File: src/design/j1850_pkg.sv
// Purpose: Shared constants and types for the link CPU interface block
// Assumes: 32-bit Avalon-MM register bus, byte addresses, one word per register
// Notes: Source codes sit in bits 5:2 of the state vector register
package j1850_pkg;
  // Register byte offsets
  localparam logic [7:0] OFS_VECTOR = 8'h00;
  localparam logic [7:0] OFS_DATA = 8'h04;
  localparam logic [7:0] OFS_CTRL_ONE = 8'h08;
  localparam logic [7:0] OFS_CTRL_TWO = 8'h0c;
  localparam logic [7:0] OFS_STATUS = 8'h10;
  // Field positions
  localparam int VEC_LSB = 2;
  localparam int CTL1_IE_BIT = 0;
  localparam int CTL1_WCM_BIT = 1;
  localparam int CTL2_TRANSMIT_END_OF_DATA_BIT_BIT = 0;
  // Reset values
  localparam logic [1:0] CTRL_ONE_RST = 2'h0;
  localparam logic [7:0] BYTE_RST = 8'h00;
  // Interrupt source codes, higher is higher priority
  localparam logic [3:0] SRC_NONE = 4'h0;
  localparam logic [3:0] SRC_EOF = 4'h1;
  localparam logic [3:0] SRC_IFR = 4'h2;
  localparam logic [3:0] SRC_RXFULL = 4'h3;
  localparam logic [3:0] SRC_TXEMPTY = 4'h4;
  localparam logic [3:0] SRC_ARB = 4'h5;
  localparam logic [3:0] SRC_CRC = 4'h6;
  localparam logic [3:0] SRC_INVSYM = 4'h7;
  localparam logic [3:0] SRC_WAKEUP = 4'h8;
  localparam int NUM_SRC = 8;
  // Timing: clock restart settle time after stop wake-up
  localparam int CLK_NS = 5;
  localparam int STAB_NS = 80;
  localparam int STAB_CYC = (STAB_NS + CLK_NS - 1) / CLK_NS;
  localparam logic [3:0] BIT_LAST = 4'h7;
  localparam logic [1:0] TAIL_BITS = 2'h2;
  // Events from the symbol layer, same clock
  typedef struct packed {
    logic byte_valid;
    logic is_ifr;
    logic [7:0] data;
    logic eof;
    logic arb_lost;
    logic crc_err;
    logic sym_invalid;
    logic busy;
  } rx_evt_t;
  // Power modes, Gray along run-wait-stop-wake
  typedef enum logic [1:0] {
    M_RUN = 2'b00,
    M_WAIT = 2'b01,
    M_STOP = 2'b11,
    M_WAKE = 2'b10
  } mode_t;
  typedef enum logic [1:0] {
    T_IDLE = 2'b00,
    T_SHIFT = 2'b01,
    T_TAIL = 2'b11
  } tx_state_t;
endpackage

File: src/design/j1850_link_cpu.sv
// Purpose: CPU side of a J1850 byte link: vector, data buffers, low power
// Assumes: Symbol layer supplies events and bit ticks on clk
// Notes: Bus pin is asynchronous and synchronised here
//
// Behaviour
// - Vector read clears code except data sources
// - Receive flags clear by vector then data read
// - Transmit empty clears by vector+write or end-of-data
// - Vector value steps by four per source
// - Remaining lower source shown after clearing higher
// - Data read returns last received byte
// - Shadow byte moves into shift register
// - Transmit empty set after first bit sent
// - Completed byte into shadow, set receive full
// - Underrun stops transmit after two ones
// - Underrun abort reported as invalid symbol
// - Wait entered with clock-mode clear; no driving
// - Received message wakes from wait, interrupt
// - Stop entered by STOP or WAIT with bit
// - Bus activity wakes from stop, nonmaskable interrupt
// - Stop via wait keeps byte if frame ended
// - Stop during reception wakes on first edge
// - Pending source encoded by priority
`timescale 1ns/1ps
module j1850_link_cpu (
  input wire logic clk, // 200 MHz clock
  input wire logic sys_rst, // Synchronous reset, high
  input wire logic [7:0] address, // Avalon byte address
  input wire logic read, // Avalon read
  input wire logic write, // Avalon write
  input wire logic [31:0] writedata, // Avalon write data
  output logic [31:0] readdata, // Avalon read data
  output logic waitrequest, // Avalon wait
  input wire j1850_pkg::rx_evt_t rx_evt, // Symbol layer events
  input wire logic tx_bit_tick, // One pulse per bit time
  output logic tx_bit, // Bit to send
  output logic tx_drive, // Transmitter may drive bus
  output logic tx_eod, // End-of-data request pulse
  input wire logic bus_pin, // Raw bus level, high is active
  input wire logic cpu_wait_exec, // CPU executed WAIT, pulse
  input wire logic cpu_stop_exec, // CPU executed STOP, pulse
  output logic irq_req, // Maskable interrupt request
  output logic nmi_req, // Nonmaskable wake pulse
  output logic clocks_run // Internal clocks running
);
  import j1850_pkg::*;

  // ----------------------------------------------------------------
  // Priority encoder
  // ----------------------------------------------------------------
  function automatic logic [3:0] top_source(input logic [NUM_SRC:1] f);
    logic [3:0] c;
    c = SRC_NONE;
    for (int i = 1; i <= NUM_SRC; i++) begin
      if (f[i]) begin
        c = 4'(i);
      end
    end
    return c;
  endfunction

  logic ack_q;
  logic [31:0] rdata_q;
  logic [3:0] rd_code_q;
  logic [NUM_SRC:1] flag_q;
  logic [NUM_SRC:1] set_s;
  logic [NUM_SRC:1] clr_s;
  logic [3:0] code;
  logic arm_rx_q, arm_tx_q;
  logic [1:0] ctrl_one_q;
  logic transmit_end_of_data_bit_q;
  logic [7:0] rx_shadow_q, tx_shadow_q, shift_q;
  logic shadow_full_q;
  logic [3:0] bit_cnt_q;
  logic [1:0] tail_cnt_q;
  tx_state_t tx_q;
  mode_t mode_q;
  logic stop_ok_q, stop_busy_q, eof_seen_q;
  logic [7:0] stab_q;
  logic sync1_q, sync2_q, sync3_q;
  logic acc, vec_rd, dat_rd, dat_wr, c1_wr, c2_wr;
  logic rx_ok, bus_rise, bus_edge, underrun, run;

  // ----------------------------------------------------------------
  // Avalon slave, one wait cycle per access
  // ----------------------------------------------------------------
  assign waitrequest = (read | write) & ~ack_q;
  assign acc = (read | write) & ack_q;
  assign vec_rd = acc & read & (address == OFS_VECTOR);
  assign dat_rd = acc & read & (address == OFS_DATA);
  assign dat_wr = acc & write & (address == OFS_DATA);
  assign c1_wr = acc & write & (address == OFS_CTRL_ONE);
  assign c2_wr = acc & write & (address == OFS_CTRL_TWO);
  assign readdata = rdata_q;
  assign code = top_source(flag_q);
  assign run = (mode_q == M_RUN);

  always_ff @(posedge clk) begin
    if (sys_rst) begin
      ack_q <= 1'b0;
    end else begin
      ack_q <= (read | write) & ~ack_q;
    end
  end

  always_ff @(posedge clk) begin
    if (sys_rst) begin
      rdata_q <= 32'h0;
      rd_code_q <= SRC_NONE;
    end else if ((read | write) & ~ack_q) begin
      rdata_q <= 32'h0;
      rd_code_q <= code;
      if (read) begin
        case (address)
          OFS_VECTOR: rdata_q[VEC_LSB +: 4] <= code;
          OFS_DATA: rdata_q[7:0] <= rx_shadow_q;
          OFS_CTRL_ONE: rdata_q[1:0] <= ctrl_one_q;
          OFS_CTRL_TWO: rdata_q[CTL2_TRANSMIT_END_OF_DATA_BIT_BIT] <= transmit_end_of_data_bit_q;
          OFS_STATUS: rdata_q[7:0] <= {tx_q, mode_q, 1'b0, shadow_full_q, arm_tx_q, arm_rx_q};
          default: rdata_q <= 32'h0;
        endcase
      end
    end
  end

  // ----------------------------------------------------------------
  // Control registers
  // ----------------------------------------------------------------
  always_ff @(posedge clk) begin
    if (sys_rst) begin
      ctrl_one_q <= CTRL_ONE_RST;
    end else if (c1_wr) begin
      ctrl_one_q <= writedata[1:0];
    end
  end

  always_ff @(posedge clk) begin
    if (sys_rst) begin
      transmit_end_of_data_bit_q <= 1'b0;
    end else if (c2_wr & writedata[CTL2_TRANSMIT_END_OF_DATA_BIT_BIT]) begin
      transmit_end_of_data_bit_q <= 1'b1;
    end else if (tx_q == T_IDLE && !shadow_full_q) begin
      transmit_end_of_data_bit_q <= 1'b0;
    end
  end

  // ----------------------------------------------------------------
  // Interrupt source flags
  // ----------------------------------------------------------------
  assign rx_ok = run || (mode_q == M_WAIT) || (mode_q == M_STOP && stop_ok_q);
  assign underrun = (tx_q == T_SHIFT) & tx_bit_tick & (bit_cnt_q == BIT_LAST)
                    & ~shadow_full_q & ~transmit_end_of_data_bit_q;

  always_comb begin
    set_s = '0;
    set_s[SRC_EOF] = rx_evt.eof & rx_ok;
    set_s[SRC_IFR] = rx_evt.byte_valid & rx_evt.is_ifr & rx_ok;
    set_s[SRC_RXFULL] = rx_evt.byte_valid & ~rx_evt.is_ifr & rx_ok;
    set_s[SRC_TXEMPTY] = (tx_q == T_SHIFT) & tx_bit_tick & (bit_cnt_q == 4'h0)
                         & ~transmit_end_of_data_bit_q & run;
    set_s[SRC_ARB] = rx_evt.arb_lost & rx_ok;
    set_s[SRC_CRC] = rx_evt.crc_err & rx_ok;
    set_s[SRC_INVSYM] = (rx_evt.sym_invalid & rx_ok)
                        | ((tx_q == T_TAIL) & tx_bit_tick & (tail_cnt_q == TAIL_BITS - 2'h1));
    set_s[SRC_WAKEUP] = (mode_q == M_STOP) & (stop_busy_q ? bus_edge : bus_rise);
  end

  always_comb begin
    clr_s = '0;
    if (vec_rd && rd_code_q != SRC_IFR && rd_code_q != SRC_RXFULL
        && rd_code_q != SRC_TXEMPTY && rd_code_q != SRC_NONE) begin
      clr_s[rd_code_q] = 1'b1;
    end
    if (dat_rd && arm_rx_q) begin
      clr_s[SRC_IFR] = 1'b1;
      clr_s[SRC_RXFULL] = 1'b1;
    end
    // write after vector read, or end-of-data
    if ((dat_wr && arm_tx_q) || (c2_wr && writedata[CTL2_TRANSMIT_END_OF_DATA_BIT_BIT])) begin
      clr_s[SRC_TXEMPTY] = 1'b1;
    end
  end

  always_ff @(posedge clk) begin
    if (sys_rst) begin
      flag_q <= '0;
    end else begin
      flag_q <= (flag_q & ~clr_s) | set_s;
    end
  end

  // arm on vector read of data source
  always_ff @(posedge clk) begin
    if (sys_rst) begin
      arm_rx_q <= 1'b0;
      arm_tx_q <= 1'b0;
    end else begin
      if (vec_rd && (rd_code_q == SRC_IFR || rd_code_q == SRC_RXFULL)) begin
        arm_rx_q <= 1'b1;
      end else if (dat_rd) begin
        arm_rx_q <= 1'b0;
      end
      if (vec_rd && rd_code_q == SRC_TXEMPTY) begin
        arm_tx_q <= 1'b1;
      end else if (dat_wr || clr_s[SRC_TXEMPTY]) begin
        arm_tx_q <= 1'b0;
      end
    end
  end

  // ----------------------------------------------------------------
  // Receive shadow
  // ----------------------------------------------------------------
  // overwrite with newest byte
  always_ff @(posedge clk) begin
    if (sys_rst) begin
      rx_shadow_q <= BYTE_RST;
    end else if (rx_evt.byte_valid & rx_ok) begin
      rx_shadow_q <= rx_evt.data;
    end
  end

  // ----------------------------------------------------------------
  // Transmit shadow and shift register
  // ----------------------------------------------------------------
  always_ff @(posedge clk) begin
    if (sys_rst) begin
      tx_shadow_q <= BYTE_RST;
      shadow_full_q <= 1'b0;
    end else if (dat_wr && run) begin
      tx_shadow_q <= writedata[7:0];
      shadow_full_q <= 1'b1;
    end else if (shadow_full_q && run && (tx_q == T_IDLE || (tx_q == T_SHIFT
                 && tx_bit_tick && bit_cnt_q == BIT_LAST))) begin
      shadow_full_q <= 1'b0;
    end
  end

  always_ff @(posedge clk) begin
    if (sys_rst) begin
      tx_q <= T_IDLE;
      shift_q <= BYTE_RST;
      bit_cnt_q <= 4'h0;
      tail_cnt_q <= 2'h0;
      tx_bit <= 1'b0;
      tx_eod <= 1'b0;
    end else begin
      tx_eod <= 1'b0;
      if (!run) begin
        tx_q <= T_IDLE;
      end else begin
        case (tx_q)
          T_IDLE: begin
            if (shadow_full_q) begin
              shift_q <= tx_shadow_q;
              bit_cnt_q <= 4'h0;
              tx_q <= T_SHIFT;
            end
          end
          T_SHIFT: begin
            if (tx_bit_tick) begin
              tx_bit <= shift_q[7];
              shift_q <= {shift_q[6:0], 1'b0};
              bit_cnt_q <= bit_cnt_q + 4'h1;
              if (bit_cnt_q == BIT_LAST) begin
                if (shadow_full_q) begin
                  shift_q <= tx_shadow_q;
                  bit_cnt_q <= 4'h0;
                end else if (transmit_end_of_data_bit_q) begin
                  tx_eod <= 1'b1;
                  tx_q <= T_IDLE;
                end else begin
                  tail_cnt_q <= 2'h0;
                  tx_q <= T_TAIL;
                end
              end
            end
          end
          T_TAIL: begin
            if (tx_bit_tick) begin
              tx_bit <= 1'b1;
              tail_cnt_q <= tail_cnt_q + 2'h1;
              if (tail_cnt_q == TAIL_BITS - 2'h1) begin
                tx_q <= T_IDLE;
              end
            end
          end
          default: tx_q <= T_IDLE;
        endcase
      end
    end
  end

  assign tx_drive = run & (tx_q != T_IDLE);

  // ----------------------------------------------------------------
  // Bus pin synchroniser and edges
  // ----------------------------------------------------------------
  always_ff @(posedge clk) begin
    if (sys_rst) begin
      sync1_q <= 1'b0;
      sync2_q <= 1'b0;
      sync3_q <= 1'b0;
    end else begin
      sync1_q <= bus_pin;
      sync2_q <= sync1_q;
      sync3_q <= sync2_q;
    end
  end
  assign bus_rise = sync2_q & ~sync3_q;
  assign bus_edge = sync2_q ^ sync3_q;

  // ----------------------------------------------------------------
  // Low-power modes
  // ----------------------------------------------------------------
  always_ff @(posedge clk) begin
    if (sys_rst) begin
      eof_seen_q <= 1'b1;
    end else if (rx_evt.eof) begin
      eof_seen_q <= 1'b1;
    end else if (rx_evt.busy | rx_evt.byte_valid) begin
      eof_seen_q <= 1'b0;
    end
  end

  always_ff @(posedge clk) begin
    if (sys_rst) begin
      mode_q <= M_RUN;
      stop_ok_q <= 1'b0;
      stop_busy_q <= 1'b0;
      stab_q <= 8'h0;
      nmi_req <= 1'b0;
    end else begin
      nmi_req <= 1'b0;
      case (mode_q)
        M_RUN: begin
          stop_busy_q <= rx_evt.busy;
          if (cpu_stop_exec) begin
            stop_ok_q <= 1'b0;
            mode_q <= M_STOP;
          end else if (cpu_wait_exec && ctrl_one_q[CTL1_WCM_BIT]) begin
            stop_ok_q <= eof_seen_q & ~rx_evt.busy;
            mode_q <= M_STOP;
          end else if (cpu_wait_exec) begin
            mode_q <= M_WAIT;
          end
        end
        M_WAIT: begin
          if (rx_evt.eof) begin
            mode_q <= M_RUN;
          end
        end
        M_STOP: begin
          if (stop_busy_q ? bus_edge : bus_rise) begin
            nmi_req <= 1'b1;
            stab_q <= 8'(STAB_CYC);
            mode_q <= M_WAKE;
          end
        end
        M_WAKE: begin
          if (stab_q <= 8'h1) begin
            mode_q <= M_RUN;
          end
          stab_q <= stab_q - 8'h1;
        end
        default: mode_q <= M_RUN;
      endcase
    end
  end

  assign clocks_run = (mode_q != M_STOP);
  assign irq_req = ctrl_one_q[CTL1_IE_BIT] & (code != SRC_NONE) & (mode_q != M_STOP);
endmodule

File: config.mk
export PLATFORM = sky130hd
export DESIGN_NAME = j1850_link_cpu
export DESIGN_NICKNAME = d
export VERILOG_FILES = /design/src/design/j1850_pkg.sv /design/src/design/j1850_link_cpu.sv
export SDC_FILE = /design/constraint.sdc
export NUM_CORES = 1
export LEC_CHECK = 0
export ABC_AREA = 1
export BUFFER_PORTS_ARGS = -buffer_cell sky130_fd_sc_hd__buf_4
export CAP_MARGIN = 30
export CORE_ASPECT_RATIO = 0.6
export CORE_UTILIZATION = 57
export DETAILED_ROUTE_END_ITERATION = 7
export PLACE_DENSITY_LB_ADDON = 0.1
export SYNTH_ARGS = -nofsm -noshare
export SYNTH_HDL_FRONTEND = slang
export SYNTH_SLANG_ARGS = --single-unit
File: constraint.sdc
create_clock -name clk -period 4.6 [get_ports clk]
set_input_delay 0.23 -clock clk [delete_from_list [all_inputs] [get_ports clk]]
set_output_delay 0.23 -clock clk [all_outputs]
set_load 0.01 [all_outputs]
==> out/qor.yml <==
status:
  status: "complete, no violations"
setup_path:
  cp-start-kind: "flip-flop"
  path_max_fanout: 3
  worst_path_max_delay_cell: "dfxtp_1"
  path_cells: "nor2_1, o21ai_0, nand3_1, nand2_1, nand3_1, nand3_1, inv_1, buf_4"
  crit_path_end_kind: "output pin"
  cp_common_cell: "nand3_1"
  critPathMaxStageDelay_ns: 0.33
  crit_arrival_ns: 1.53
  path_class: "flip-flop to output pin"
  cp.required_ns: 4.37
  r2r_cells: 8
cts:
  htree_levels: 3
  postCtsResizedCells: 0
  holdBufCountCts: 0
  clk_latency_ns: 0.34
  cts_buffers: 9
  cts_root_buffer: "clkbuf_16"
  post_cts_buffers: 0
  numClockSinks: 78
  cts_buffer_depth: 2
  cts_tree: "done"
  clk_transition_reported_paths_ns: 0.06
power_and_ir_drop:
  peakVddDrop_v: 0.000298
  p_per_area_mw_per_mm2: 375
  total_power_w: 0.00169
  p_leak_nw: 1.91
routing:
  first_iter_violations: 304
  dr_total_vias: 3654
  vias_per_cell: 5.30
  drcViolationCount: 0
  wl_um: 9210
  first_pass_iters: 4
  wl_per_cell_um: 13.4
  ant_nets: 0
die:
  num_rows: 22
  die-width_um: 108
  die_y_um: 65.9
  io_pins: 102
  design.die.area_mm2: 0.00715
  core_area_mm2: 0.00633
  initial_utilization: 0.613
logic_synthesis:
  synth-seq-cells: 78
  syn_area_per_cell_um2: 7.05
  synthCells: 550
  synth_cell_type_count: 38
  synth_top_area_share: 0.403
  seq_area_frac_synth: 0.403
  synth_largest_area_cell: "dfxtp_1"
  synth_area_leaders: "dfxtp_1, nand2_1, a21oi_1"
  netlist_area_mm2: 0.00388
  yosysWarnings: 0
cells_and_area:
  layout_common_cells: "nand2_1, dfxtp_1, inv_1"
  drive_gt1_frac: 0.150
  area_delta_synth_final_pct: 16.0
  nets: 670
  diodes: 0
  final_common_cell: "nand2_1"
hold_path:
  holdPathStages: 3
  hold_path_class: "primary input to flip-flop"
placement:
  hpwl_um: 6660
  port_buffers: 53
  gp_congestion: 0.955
grt:
  antenna_found_initial: 0
  grt_max_degree: 54
  track_usage: 0.274
  grt_pass1_wl_um: 14800
  grt_pass1_vias: 3090
  grt-ovfl-total: 0
sta:
  setup_viol: 0
  fin_skew_ns: 0.00456
  relSlewSlack: 0.498
  finalSetupTns_ns: 0
  period_share: 0.384
  hold_violations: 0
  fin_crit_ns: 1.76
  fmax_mhz: 567
  worst-slew-pin-transition_ns: 0.752
  slew_violations: 0
  rsz0062_at_grt: "no"
job:
  maxCapViolCount: 0
## layer usage
metal,share of wire,GRT usage,up-vias
li1,-,-,1851
met1,0.50,0.399,1637
met2,0.41,0.399,156
met3,0.082,0.0601,10
met4,0.0089,0.0861,0
met5,0,0,-
## worst max-delay path: cells and delay by family, from the launching register on
kind,cells,cell delay (ns)
AO/OA/AOI/OAI,1,0.12
AND/OR/NAND/NOR,5,0.57
flip-flops,1,0.33
buffers and inverters,2,0.17
## worst paths after layout
| kind | slack, ns | to | startpoint |
|---|---|---|---|
| worst max register to register | 2.87 | tail_cnt_q[1]$_SDFFE_PP0P_ | bit_cnt_q[0]$_SDFFE_PP0P_ |
| worst min register to register | 0.41 | sync2_q$_SDFF_PP0_ | sync1_q$_SDFF_PP0_ |
| worst min-delay path | 0.09 | sync1_q$_SDFF_PP0_ | bus_pin |
| worst max-delay path | 2.84 | irq_req | flag_q[4]$_SDFF_PP0_ |
## cells in the mapped netlist (all sizes together)
cell	n
clkinv	1
a31oi	9
a21oi	52
nand2	129
o22ai	2
nand3b	1
dfxtp	78
o21ai	37
a32oi	1
inv	66
nand3	46
ha	6
nor3	10
o211ai	3
conb	1
nand4	6
nor2	57
buf	27
o31ai	1
or2	3
a211oi	1
nor4	3
clkbuf	9
a311oi	1
## where the power goes
part | internal, W | leakage [nW] | switching (W)
Sequential | 0.000721 | 0.636 | 0.0000424
Clock | 0.000377 | 0.129 | 0.000269
Combinational | 0.0000959 | 1.15 | 0.000181
## cells by family after synthesis
logic type                 share of synthesized area
and+or+nand+nor                                0.300
AOI/OAI and AO/OA                              0.150
buffers and inverters                          0.127
DFF                                            0.403
adders and majority gates                     0.0194
other                                       0.000967
## state kept, by name, indices dropped and copies added, names as in the netlist, 2 cells and up
name,cells
shift_q,8
mode_q,2
tx_q,2
tx_shadow_q,8
ctrl_one_q,2
bit_cnt_q,4
flag_q,8
rd_code_q,4
readdata,8
tail_cnt_q,2
rx_shadow_q,8
stab_q,8
## metrics by stage
stage | worst slack (ns) | hold WS, ns | cells | utilization | cell area [µm²]
floorplan | 3.15 | 0.337 | 573 | - | 3970
global placement | 2.76 | 0.393 | 674 | 0.669 | 4230
detailed placement | 2.74 | 0.405 | 674 | 0.669 | 4230
CTS | 2.83 | 0.0854 | 689 | 0.711 | 4500
global route | 2.59 | 0.120 | 689 | 0.711 | 4500
finish | 2.84 | 0.0887 | 689 | 0.711 | 4500
## area by class of cell
class	count	area (µm²)
Timing Repair Buffer	53	398
Multi-Input combinational cell	392	1910
Sequential cell	78	1560
Inverter	67	256
Tap cell	84	105
Clock inverter	3	21.3
Clock buffer	12	246
Fill cell	552	1830
Note: power is estimated with default switching activity, not from simulation.
